[src/rtl/nv_pkg.sv]
// Summary of operation
// [RQ1] Write trigger starts write, self-clears when done
// [RQ2] Write trigger ignored unless permit already high
// [RQ3] Control bit 1 is read permit
// [RQ4] Control bit 0 read trigger, self-clears
// [RQ5] No read while read permit low
// [RQ6] Software never sets all bits or both triggers
// [RQ7] Data register holds fetched byte until next operation
// [RQ8] Software loads permit, address, data before write
// [RQ9] Write timed by asynchronous internal timer
// [RQ10] Reset clears write permit
// [RQ11] Write end sets memory and shared flags
// [RQ12] Vector only with all three enables set
// [RQ13] Service clears shared flag; software clears memory flag
// [RQ14] Software sets trigger right after permit
// [RQ15] Software masks global interrupt around write start
// [RQ16] Software avoids sleep during pending operation
// [RQ17] Control in bank one; reset selects bank zero
// [RQ18] 64-byte array, 6-bit address, 8-bit data
// [RQ19] Control bit 3 is write permit
// [RQ20] Counters set read latency and write duration
// [RQ21] Control bits 7 to 4 read zero

package nv_pkg;

    // ------------------------------------------------------------------
    // Array geometry
    // ------------------------------------------------------------------
    localparam int NV_DEPTH = 64;
    localparam int NV_ADDR_W = 6;
    localparam int NV_DATA_W = 8;

    // ------------------------------------------------------------------
    // Special function register addresses
    // ------------------------------------------------------------------
    localparam logic [7:0] SFR_INDIRECT = 8'h02;
    localparam logic [7:0] SFR_BANK_LOW = 8'h03;
    localparam logic [7:0] SFR_BANK_HIGH = 8'h04;
    localparam logic [7:0] SFR_NV_ADDR = 8'h1a;
    localparam logic [7:0] SFR_NV_DATA = 8'h1b;
    localparam logic [7:0] SFR_IRQ_CTRL = 8'h1c;

    // Control register location behind the indirect port
    localparam logic [7:0] CTRL_OFFSET = 8'h40;
    localparam logic [7:0] CTRL_BANK = 8'h01;

    // ------------------------------------------------------------------
    // Control register fields
    // ------------------------------------------------------------------
    localparam int CTRL_RD_TRIG = 0;
    localparam int CTRL_RD_PERMIT = 1;
    localparam int CTRL_WR_TRIG = 2;
    localparam int CTRL_WR_PERMIT = 3;

    // ------------------------------------------------------------------
    // Interrupt control register fields
    // ------------------------------------------------------------------
    localparam int IRQ_NV_EN = 0;
    localparam int IRQ_MF_EN = 1;
    localparam int IRQ_GLOBAL_EN = 2;
    localparam int IRQ_NV_FLAG = 4;
    localparam int IRQ_MF_FLAG = 5;

    // ------------------------------------------------------------------
    // Reset values
    // ------------------------------------------------------------------
    localparam logic [7:0] RST_BYTE = 8'h00;
    localparam logic [5:0] RST_ADDR = 6'h00;

    // ------------------------------------------------------------------
    // Timing counts
    // ------------------------------------------------------------------
    localparam logic [3:0] READ_CYCLES = 4'h4;
    localparam logic [7:0] WRITE_TICKS = 8'h10;

    typedef enum logic [2:0] {
        ST_IDLE = 3'b001,
        ST_READ = 3'b010,
        ST_WRITE = 3'b100
    } nv_state_t;

endpackage

[src/rtl/nv_write_timer.sv]
`timescale 1ns/100ps
`default_nettype none

module nv_write_timer
    import nv_pkg::*;
(
    // Clock and reset
    input wire logic i_core_clk,
    input wire logic i_rst,
    // Asynchronous timer source
    input wire logic i_timer_clk,
    // Control
    input wire logic i_start,
    output logic o_done
);

    // ------------------------------------------------------------------
    // Timer input synchroniser
    // ------------------------------------------------------------------
    logic sync1_r;
    logic sync2_r;
    logic sync3_r;
    logic level_r;
    logic level_nxt;
    logic busy_r;
    logic busy_nxt;
    logic [7:0] ticks_r;
    logic [7:0] ticks_nxt;
    logic tick;

    always_comb begin
        level_nxt = level_r;
        if (sync2_r == sync3_r) begin
            level_nxt = sync3_r;
        end
    end

    assign tick = level_nxt && !level_r;

    // ------------------------------------------------------------------
    // Tick counter
    // ------------------------------------------------------------------
    always_comb begin
        busy_nxt = busy_r;
        ticks_nxt = ticks_r;
        o_done = 1'b0;
        if (i_start) begin
            busy_nxt = 1'b1;
            ticks_nxt = 8'h00;
        end else if (busy_r && tick) begin
            if (ticks_r == WRITE_TICKS - 8'h01) begin // RQ9
                busy_nxt = 1'b0;
                o_done = 1'b1;
            end
            ticks_nxt = ticks_r + 8'h01;
        end
    end

    always_ff @(posedge i_core_clk or posedge i_rst) begin
        if (i_rst) begin
            sync1_r <= 1'b0;
            sync2_r <= 1'b0;
            sync3_r <= 1'b0;
            level_r <= 1'b0;
            busy_r <= 1'b0;
            ticks_r <= 8'h00;
        end else begin
            sync1_r <= i_timer_clk;
            sync2_r <= sync1_r;
            sync3_r <= sync2_r;
            level_r <= level_nxt;
            busy_r <= busy_nxt;
            ticks_r <= ticks_nxt;
        end
    end

endmodule

`default_nettype wire

[src/rtl/eeprom_data_access_ctrl.sv]
`timescale 1ns/100ps
`default_nettype none

module eeprom_data_access_ctrl
    import nv_pkg::*;
(
    // Clock and reset
    input wire logic i_core_clk,
    input wire logic i_rst,
    // Special function register port
    input wire logic [7:0] i_sfr_addr,
    input wire logic [7:0] i_sfr_wdata,
    input wire logic i_sfr_we,
    input wire logic i_sfr_re,
    output logic [7:0] o_sfr_rdata,
    // Interrupt
    input wire logic i_irq_ack,
    output logic o_irq_req,
    // Asynchronous write timer source
    input wire logic i_nv_timer_clk,
    // Status
    output logic o_nv_busy
);

    // ------------------------------------------------------------------
    // Declarations
    // ------------------------------------------------------------------
    nv_state_t state_r;
    nv_state_t state_nxt;

    logic [NV_ADDR_W-1:0] nv_address_reg_r;
    logic [NV_ADDR_W-1:0] nv_address_reg_nxt;
    logic [NV_DATA_W-1:0] nv_data_reg_r;
    logic [NV_DATA_W-1:0] nv_data_reg_nxt;
    logic [7:0] bank_pointer_low_r;
    logic [7:0] bank_pointer_low_nxt;
    logic [7:0] bank_pointer_high_r;
    logic [7:0] bank_pointer_high_nxt;

    logic write_permit_r;
    logic write_permit_nxt;
    logic read_permit_r;
    logic read_permit_nxt;
    logic wr_trig_r;
    logic wr_trig_nxt;
    logic rd_trig_r;
    logic rd_trig_nxt;

    logic [NV_ADDR_W-1:0] op_addr_r;
    logic [NV_ADDR_W-1:0] op_addr_nxt;
    logic [NV_DATA_W-1:0] op_data_r;
    logic [NV_DATA_W-1:0] op_data_nxt;
    logic [3:0] rd_cnt_r;
    logic [3:0] rd_cnt_nxt;

    logic nv_irq_enable_r;
    logic nv_irq_enable_nxt;
    logic mf_irq_enable_r;
    logic mf_irq_enable_nxt;
    logic global_irq_enable_r;
    logic global_irq_enable_nxt;
    logic nv_irq_flag_r;
    logic nv_irq_flag_nxt;
    logic mf_irq_flag_r;
    logic mf_irq_flag_nxt;

    logic [7:0] rdata_r;
    logic [7:0] rdata_nxt;

    logic [NV_DATA_W-1:0] mem_r [NV_DEPTH];
    logic mem_we;

    logic ctrl_sel;
    logic ctrl_we;
    logic addr_we;
    logic data_we;
    logic bank_low_we;
    logic bank_high_we;
    logic irq_we;
    logic start_write;
    logic start_read;
    logic read_done;
    logic write_done;

    // ------------------------------------------------------------------
    // Register images
    // ------------------------------------------------------------------
    function automatic logic [7:0] ctrl_image(
        input logic wp,
        input logic wt,
        input logic rp,
        input logic rt
    );
        logic [7:0] v;
        v = 8'h00; // RQ21
        v[CTRL_WR_PERMIT] = wp;
        v[CTRL_WR_TRIG] = wt;
        v[CTRL_RD_PERMIT] = rp;
        v[CTRL_RD_TRIG] = rt;
        return v;
    endfunction

    function automatic logic sfr_hit(
        input logic [7:0] addr,
        input logic [7:0] target
    );
        return addr == target;
    endfunction

    // ------------------------------------------------------------------
    // Write timer
    // ------------------------------------------------------------------
    nv_write_timer i_nv_write_timer (
        .i_core_clk(i_core_clk),
        .i_rst(i_rst),
        .i_timer_clk(i_nv_timer_clk),
        .i_start(start_write),
        .o_done(write_done)
    );

    // ------------------------------------------------------------------
    // Access decode
    // ------------------------------------------------------------------
    assign ctrl_sel = (bank_pointer_high_r == CTRL_BANK) &&
                      (bank_pointer_low_r == CTRL_OFFSET); // RQ17
    assign ctrl_we = i_sfr_we && sfr_hit(i_sfr_addr, SFR_INDIRECT) &&
                     ctrl_sel;
    assign addr_we = i_sfr_we && sfr_hit(i_sfr_addr, SFR_NV_ADDR);
    assign data_we = i_sfr_we && sfr_hit(i_sfr_addr, SFR_NV_DATA);
    assign bank_low_we = i_sfr_we && sfr_hit(i_sfr_addr, SFR_BANK_LOW);
    assign bank_high_we = i_sfr_we && sfr_hit(i_sfr_addr, SFR_BANK_HIGH);
    assign irq_we = i_sfr_we && sfr_hit(i_sfr_addr, SFR_IRQ_CTRL);

    // Trigger accepted only if its permit was already set
    assign start_write = ctrl_we && i_sfr_wdata[CTRL_WR_TRIG] &&
                         write_permit_r && (state_r == ST_IDLE); // RQ2
    assign start_read = ctrl_we && i_sfr_wdata[CTRL_RD_TRIG] &&
                        read_permit_r && (state_r == ST_IDLE) &&
                        !start_write; // RQ5
    assign read_done = (state_r == ST_READ) &&
                       (rd_cnt_r == READ_CYCLES - 4'h1); // RQ20

    // ------------------------------------------------------------------
    // Operation sequencer
    // ------------------------------------------------------------------
    always_comb begin
        state_nxt = state_r;
        rd_cnt_nxt = rd_cnt_r;
        op_addr_nxt = op_addr_r;
        op_data_nxt = op_data_r;
        mem_we = 1'b0;
        unique case (state_r)
            ST_IDLE: begin
                rd_cnt_nxt = 4'h0;
                if (start_write) begin
                    state_nxt = ST_WRITE; // RQ1
                    op_addr_nxt = nv_address_reg_r;
                    op_data_nxt = nv_data_reg_r;
                end else if (start_read) begin
                    state_nxt = ST_READ; // RQ4
                    op_addr_nxt = nv_address_reg_r;
                end
            end
            ST_READ: begin
                rd_cnt_nxt = rd_cnt_r + 4'h1;
                if (read_done) begin
                    state_nxt = ST_IDLE;
                end
            end
            ST_WRITE: begin
                if (write_done) begin
                    state_nxt = ST_IDLE;
                    mem_we = 1'b1; // RQ18
                end
            end
            default: begin
                state_nxt = ST_IDLE;
            end
        endcase
    end

    // ------------------------------------------------------------------
    // Control register
    // ------------------------------------------------------------------
    always_comb begin
        write_permit_nxt = write_permit_r;
        read_permit_nxt = read_permit_r;
        wr_trig_nxt = wr_trig_r;
        rd_trig_nxt = rd_trig_r;
        if (ctrl_we) begin
            write_permit_nxt = i_sfr_wdata[CTRL_WR_PERMIT]; // RQ19
            read_permit_nxt = i_sfr_wdata[CTRL_RD_PERMIT]; // RQ3
        end
        if (start_write) begin
            wr_trig_nxt = 1'b1;
        end else if (write_done) begin
            wr_trig_nxt = 1'b0; // RQ1
        end
        if (start_read) begin
            rd_trig_nxt = 1'b1;
        end else if (read_done) begin
            rd_trig_nxt = 1'b0; // RQ4
        end
    end

    // ------------------------------------------------------------------
    // Direct registers
    // ------------------------------------------------------------------
    always_comb begin
        nv_address_reg_nxt = nv_address_reg_r;
        nv_data_reg_nxt = nv_data_reg_r;
        bank_pointer_low_nxt = bank_pointer_low_r;
        bank_pointer_high_nxt = bank_pointer_high_r;
        if (addr_we) begin
            nv_address_reg_nxt = i_sfr_wdata[NV_ADDR_W-1:0];
        end
        if (read_done) begin
            nv_data_reg_nxt = mem_r[op_addr_r]; // RQ7
        end else if (data_we) begin
            nv_data_reg_nxt = i_sfr_wdata;
        end
        if (bank_low_we) begin
            bank_pointer_low_nxt = i_sfr_wdata;
        end
        if (bank_high_we) begin
            bank_pointer_high_nxt = i_sfr_wdata;
        end
    end

    // ------------------------------------------------------------------
    // Interrupt flags and enables
    // ------------------------------------------------------------------
    always_comb begin
        nv_irq_enable_nxt = nv_irq_enable_r;
        mf_irq_enable_nxt = mf_irq_enable_r;
        global_irq_enable_nxt = global_irq_enable_r;
        nv_irq_flag_nxt = nv_irq_flag_r;
        mf_irq_flag_nxt = mf_irq_flag_r;
        if (irq_we) begin
            nv_irq_enable_nxt = i_sfr_wdata[IRQ_NV_EN];
            mf_irq_enable_nxt = i_sfr_wdata[IRQ_MF_EN];
            global_irq_enable_nxt = i_sfr_wdata[IRQ_GLOBAL_EN];
            nv_irq_flag_nxt = i_sfr_wdata[IRQ_NV_FLAG];
            mf_irq_flag_nxt = i_sfr_wdata[IRQ_MF_FLAG];
        end
        if (i_irq_ack) begin
            mf_irq_flag_nxt = 1'b0; // RQ13
        end
        // A write end in the clearing cycle still sets both flags
        if (write_done) begin
            nv_irq_flag_nxt = 1'b1; // RQ11
            mf_irq_flag_nxt = 1'b1; // RQ11
        end
    end

    assign o_irq_req = mf_irq_flag_r && nv_irq_enable_r &&
                       mf_irq_enable_r && global_irq_enable_r; // RQ12
    assign o_nv_busy = (state_r != ST_IDLE);

    // ------------------------------------------------------------------
    // Read data
    // ------------------------------------------------------------------
    always_comb begin
        rdata_nxt = rdata_r;
        if (i_sfr_re) begin
            rdata_nxt = 8'h00;
            if (sfr_hit(i_sfr_addr, SFR_NV_ADDR)) begin
                rdata_nxt = {2'b00, nv_address_reg_r};
            end else if (sfr_hit(i_sfr_addr, SFR_NV_DATA)) begin
                rdata_nxt = nv_data_reg_r;
            end else if (sfr_hit(i_sfr_addr, SFR_BANK_LOW)) begin
                rdata_nxt = bank_pointer_low_r;
            end else if (sfr_hit(i_sfr_addr, SFR_BANK_HIGH)) begin
                rdata_nxt = bank_pointer_high_r;
            end else if (sfr_hit(i_sfr_addr, SFR_IRQ_CTRL)) begin
                rdata_nxt[IRQ_NV_EN] = nv_irq_enable_r;
                rdata_nxt[IRQ_MF_EN] = mf_irq_enable_r;
                rdata_nxt[IRQ_GLOBAL_EN] = global_irq_enable_r;
                rdata_nxt[IRQ_NV_FLAG] = nv_irq_flag_r;
                rdata_nxt[IRQ_MF_FLAG] = mf_irq_flag_r;
            end else if (sfr_hit(i_sfr_addr, SFR_INDIRECT) && ctrl_sel) begin
                rdata_nxt = ctrl_image(write_permit_r, wr_trig_r,
                                       read_permit_r, rd_trig_r); // RQ17
            end
        end
    end

    assign o_sfr_rdata = rdata_r;

    // ------------------------------------------------------------------
    // State registers
    // ------------------------------------------------------------------
    always_ff @(posedge i_core_clk or posedge i_rst) begin
        if (i_rst) begin
            state_r <= ST_IDLE;
            rd_cnt_r <= 4'h0;
            op_addr_r <= RST_ADDR;
            op_data_r <= RST_BYTE;
            nv_address_reg_r <= RST_ADDR;
            nv_data_reg_r <= RST_BYTE;
            bank_pointer_low_r <= RST_BYTE;
            bank_pointer_high_r <= RST_BYTE; // RQ17
            write_permit_r <= 1'b0; // RQ10
            read_permit_r <= 1'b0;
            wr_trig_r <= 1'b0;
            rd_trig_r <= 1'b0;
            nv_irq_enable_r <= 1'b0;
            mf_irq_enable_r <= 1'b0;
            global_irq_enable_r <= 1'b0;
            nv_irq_flag_r <= 1'b0;
            mf_irq_flag_r <= 1'b0;
            rdata_r <= RST_BYTE;
        end else begin
            state_r <= state_nxt;
            rd_cnt_r <= rd_cnt_nxt;
            op_addr_r <= op_addr_nxt;
            op_data_r <= op_data_nxt;
            nv_address_reg_r <= nv_address_reg_nxt;
            nv_data_reg_r <= nv_data_reg_nxt;
            bank_pointer_low_r <= bank_pointer_low_nxt;
            bank_pointer_high_r <= bank_pointer_high_nxt;
            write_permit_r <= write_permit_nxt;
            read_permit_r <= read_permit_nxt;
            wr_trig_r <= wr_trig_nxt;
            rd_trig_r <= rd_trig_nxt;
            nv_irq_enable_r <= nv_irq_enable_nxt;
            mf_irq_enable_r <= mf_irq_enable_nxt;
            global_irq_enable_r <= global_irq_enable_nxt;
            nv_irq_flag_r <= nv_irq_flag_nxt;
            mf_irq_flag_r <= mf_irq_flag_nxt;
            rdata_r <= rdata_nxt;
        end
    end

    // ------------------------------------------------------------------
    // Non-volatile array
    // ------------------------------------------------------------------
    // Contents survive reset, so the array has no reset branch
    always_ff @(posedge i_core_clk) begin
        if (mem_we) begin
            mem_r[op_addr_r] <= op_data_r; // RQ1
        end
    end

endmodule

`default_nettype wire

[config.mk]
export PLATFORM = sky130hd
export DESIGN_NAME = eeprom_data_access_ctrl
export DESIGN_NICKNAME = d
export VERILOG_FILES = /design/src/rtl/nv_pkg.sv /design/src/rtl/nv_write_timer.sv /design/src/rtl/eeprom_data_access_ctrl.sv
export SDC_FILE = /design/constraint.sdc
export NUM_CORES = 1
export LEC_CHECK = 0
export BUFFER_PORTS_ARGS = -buffer_cell sky130_fd_sc_hd__buf_2
export CORE_MARGIN = 8
export CORE_UTILIZATION = 30
export CTS_CLUSTER_SIZE = 12
export DETAILED_ROUTE_END_ITERATION = 8
export GPL_TIMING_DRIVEN = 0
export PLACE_DENSITY = 0.42
export SKIP_LAST_GASP = 1
export SYNTH_ARGS = -nofsm -noshare
export SYNTH_HDL_FRONTEND = slang
export SYNTH_SLANG_ARGS = --single-unit
[constraint.sdc]
create_clock -name i_core_clk -period 2.8 [get_ports i_core_clk]
set_input_delay 0.14 -clock i_core_clk [delete_from_list [all_inputs] [get_ports i_core_clk]]
set_output_delay 0.14 -clock i_core_clk [all_outputs]
set_load 0.02 [all_outputs]
==> results.sh <==
export IMPL_dp_hpwl_mm=57.33
export IMPL_grt_pass1_vias=15150
export IMPL_fp_dieW_um=298.9
export IMPL_dr_pass1_iters=5
export IMPL_yosys_warnings=0
export IMPL_io_buffers=29
export IMPL_fin_skew_ns=0.03414
export IMPL_endpoint="nv_data_reg_r[2]"
export IMPL_dieArea_um2=89330
export IMPL_cellPowerDensity_nw_per_um2=619.7
export IMPL_ys_types=79
export IMPL_ios=32
export IMPL_cp_start_kind="flip-flop"
export IMPL_rsz0062_at_grt="true"
export IMPL_worst_pin_slew_ns=1.178
export IMPL_vias=15090
export IMPL_cts_sinks=593
export IMPL_yosysSeqAreaShare_pct=72.49
export IMPL_cp_required_ns=3.34
export IMPL_holdCritPathClass="in2reg"
export IMPL_layout_nets=1669
export IMPL_startpoint="op_addr_r[0]"
export IMPL_leakagePower_nw=8.719
export IMPL_layout_commonest_cell="edfxtp_1"
export IMPL_cts_root_buf="clkbuf_16"
export IMPL_drc_errors=0
export IMPL_htreeDepth=3
export IMPL_rows=103
export IMPL_drive_gt1_share_pct=30.43
export IMPL_wl_per_cell_um=32.45
export IMPL_areaGrowthSynthToFinish_pct=24.94
export IMPL_post_route_min_period_ns=2.839
export IMPL_outcome="finished, violations left"
export IMPL_final_cell_mix="edfxtp_1 (512), mux2i_1 (76), dfrtp_1 (72)"
export IMPL_grt_max_degree=66
export IMPL_hold_viol=0
export IMPL_clk_latency_ns=0.64
export IMPL_cap_viol_max_count=0
export IMPL_drtAntennaViolNets=0
export IMPL_rr_startpoint="op_addr_r[0]"
export IMPL_initial_core_util_pct=30.34
export IMPL_clk_pin_slew_worst_paths_ns=0.06
export IMPL_syn_area_per_cell_um2=16.42
export IMPL_cts_buffer_depth=3
export IMPL_cp_end_kind="flip-flop"
export IMPL_grt_overflow_total=0
export IMPL_synth_ff_latch_count=593
export IMPL_syn_instance_count=1462
export IMPL_placedInstanceArea_um2=25670
export IMPL_drt_total_wl_mm=89.24
export IMPL_slew_headroom_pct=21.45
export IMPL_peakVddDrop_mv=0.4039
export IMPL_yosys_area_top_type="edfxtp_1"
export IMPL_synth_top_cells_by_area="edfxtp_1 (64%), dfrtp_1 (8.3%), mux2i_1 (3.6%), mux4_2 (3.2%), mux2_2 (3.0%)"
export IMPL_slew_viol_final=0
export IMPL_finalCritPeriodShare_pct=101.4
export IMPL_stdcell_area_um2=29990
export IMPL_violations="setup timing"
export IMPL_seq_area_um2=17410
export IMPL_path_max_fanout=10
export IMPL_dp_cells=2550
export IMPL_crit_arrival_ns=3.37
export IMPL_multi_input_area_um2=6829
export IMPL_via_per_inst=5.487
export IMPL_cts_inserted_buffers=68
export IMPL_rr_endpoint="nv_data_reg_r[2]"
export IMPL_fin_ws_ns=-0.03889
export IMPL_grtUsageTotal_pct=19.58
export IMPL_path_class="reg2reg"
export IMPL_drtIter0Drc=1941
export IMPL_die_h_um=298.9
export IMPL_fillCellCount=7406
export IMPL_finalSetupViolations=4
export IMPL_r2r_cells=8
export IMPL_syn_num_nets=1486
export IMPL_total_power_mw=18.59
export IMPL_synth_edf_count=512
export IMPL_min_from="i_sfr_addr[0]"
export IMPL_reg2reg_setup_slack_ns=-0.04
export IMPL_cts_tree="yes"
export IMPL_core_um2=79130
export IMPL_routabilityCongestion=0.8821
export IMPL_grt_pass1_wl_mm=123.7
export IMPL_pre_cts_ws_ns=-1.488
export IMPL_antenna_found_initial=2
export IMPL_fmax_ghz=0.3523
export IMPL_stdcell_count=2750
export IMPL_ys_flop_type="edfxtp_1"
export IMPL_yosys_area_top_type_share_pct=64.04
export IMPL_synthArstFlopShare_pct=13.66
export IMPL_synth_area_um2=24010
==> routing by layer <==
metal	share of wire (%)	vias up	track usage, %
met3	7.9	177	4.114
met4	3.6	2	7.140
met1	42	7980	26.42
met2	46	692	31.02
li1	-	6239	-
met5	0.013	-	0
==> worst max-delay path: stages (launching register included) <==
cell and delay [ns]:
dfrtp_1 0.32, buf_4 0.24, buf_6 0.27, nor2b_2 0.48, clkbuf_4 0.42, a22oi_1 0.11, o22a_1 0.26, o22ai_1 0.37
o31a_1 0.26
==> synthesized netlist by cell type (all sizes together), types with 9 or more instances <==
cell type	number
mux4	34
nor2	120
mux2i	87
buf	53
nand3	28
o22ai	33
a22oi	35
edfxtp	512
a221oi	44
clkbuf	36
nand2	61
a31oi	14
a21oi	59
a22o	9
dfrtp	80
nor3	12
a221o	11
o21ai	27
mux2	72
and3	10
==> cell families (layout without fill, tap and decap cells) <==
kind of cell	after synthesis	after routing	synth area share, %
buffers and inverters	96	333	2.497
AOI/OAI and AO/OA	285	285	8.469
DFF	593	593	72.49
adders and majority gates	3	3	0.1459
and+or+nand+nor	285	285	5.853
other	0	1	0
xor gates and xnor gates	7	7	0.2554
muxes	193	193	10.29
==> cell type report <==
| cell class | count | area share (%) |
|---|---|---|
| clock inverter | 34 | 1.147 |
| buffer | 86 | 2.695 |
| multi-input combinational | 773 | 22.77 |
| clock buffer | 90 | 6.224 |
| tap | 1050 | 4.380 |
| antenna | 1 | 0.008343 |
| inverter | 7 | 0.1085 |
| timing repair buffer | 116 | 4.614 |
| sequential | 593 | 58.06 |
==> timing repair <==
item,CTS,global route
hold endpoints to repair,117,0
resized for setup,254,35
setup buffers,61,1
endpoints found under the setup margin,520,143
hold buffers,16,0
pin swaps,41,3
==> report_power, final <==
part	leakage [nW]	internal, mW	total, mW	switching (mW)
clock network	1.08	5.11	8.86	3.75
logic	3.11	0.0734	0.181	0.108
registers	4.53	9.51	9.54	0.0333
total	8.72	14.7	18.6	3.89
==> worst min path at each step <==
stage,to,cells past startpoint
final,rd_trig_r,4
after global routing,rd_trig_r,4
after CTS,rd_trig_r,4
after detailed placement,i_nv_write_timer.level_r,2
after global placement,i_nv_write_timer.sync1_r,1
after floorplan,i_nv_write_timer.sync1_r,0
==> flip-flops by register name (all words and copies together) (netlist names), 3 cells and up <==
| name | cells |
|---|---|
| state_r | 3 |
| bank_pointer_high_r | 8 |
| i_nv_write_timer.ticks_r | 8 |
| o_sfr_rdata | 8 |
| nv_address_reg_r | 6 |
| op_addr_r | 6 |
| op_data_r | 8 |
| nv_data_reg_r | 8 |
| mem_r | 512 |
| rd_cnt_r | 4 |
| bank_pointer_low_r | 8 |
==> stage by stage <==
stage | hold WS [ns] | TNS, ns | util, %
finish | 0.05038 | -0.09284 | 37.91
global route | 0.07562 | -0.1216 | 37.90
CTS | 0.01698 | -0.004481 | 37.71
detailed placement | 0.1032 | -694.33 | 32.44
global placement | 0.2516 | -747.54 | 32.18
floorplan | 0.1714 | 0 | -
No activity file was read; power rests on OpenSTA's default activity.
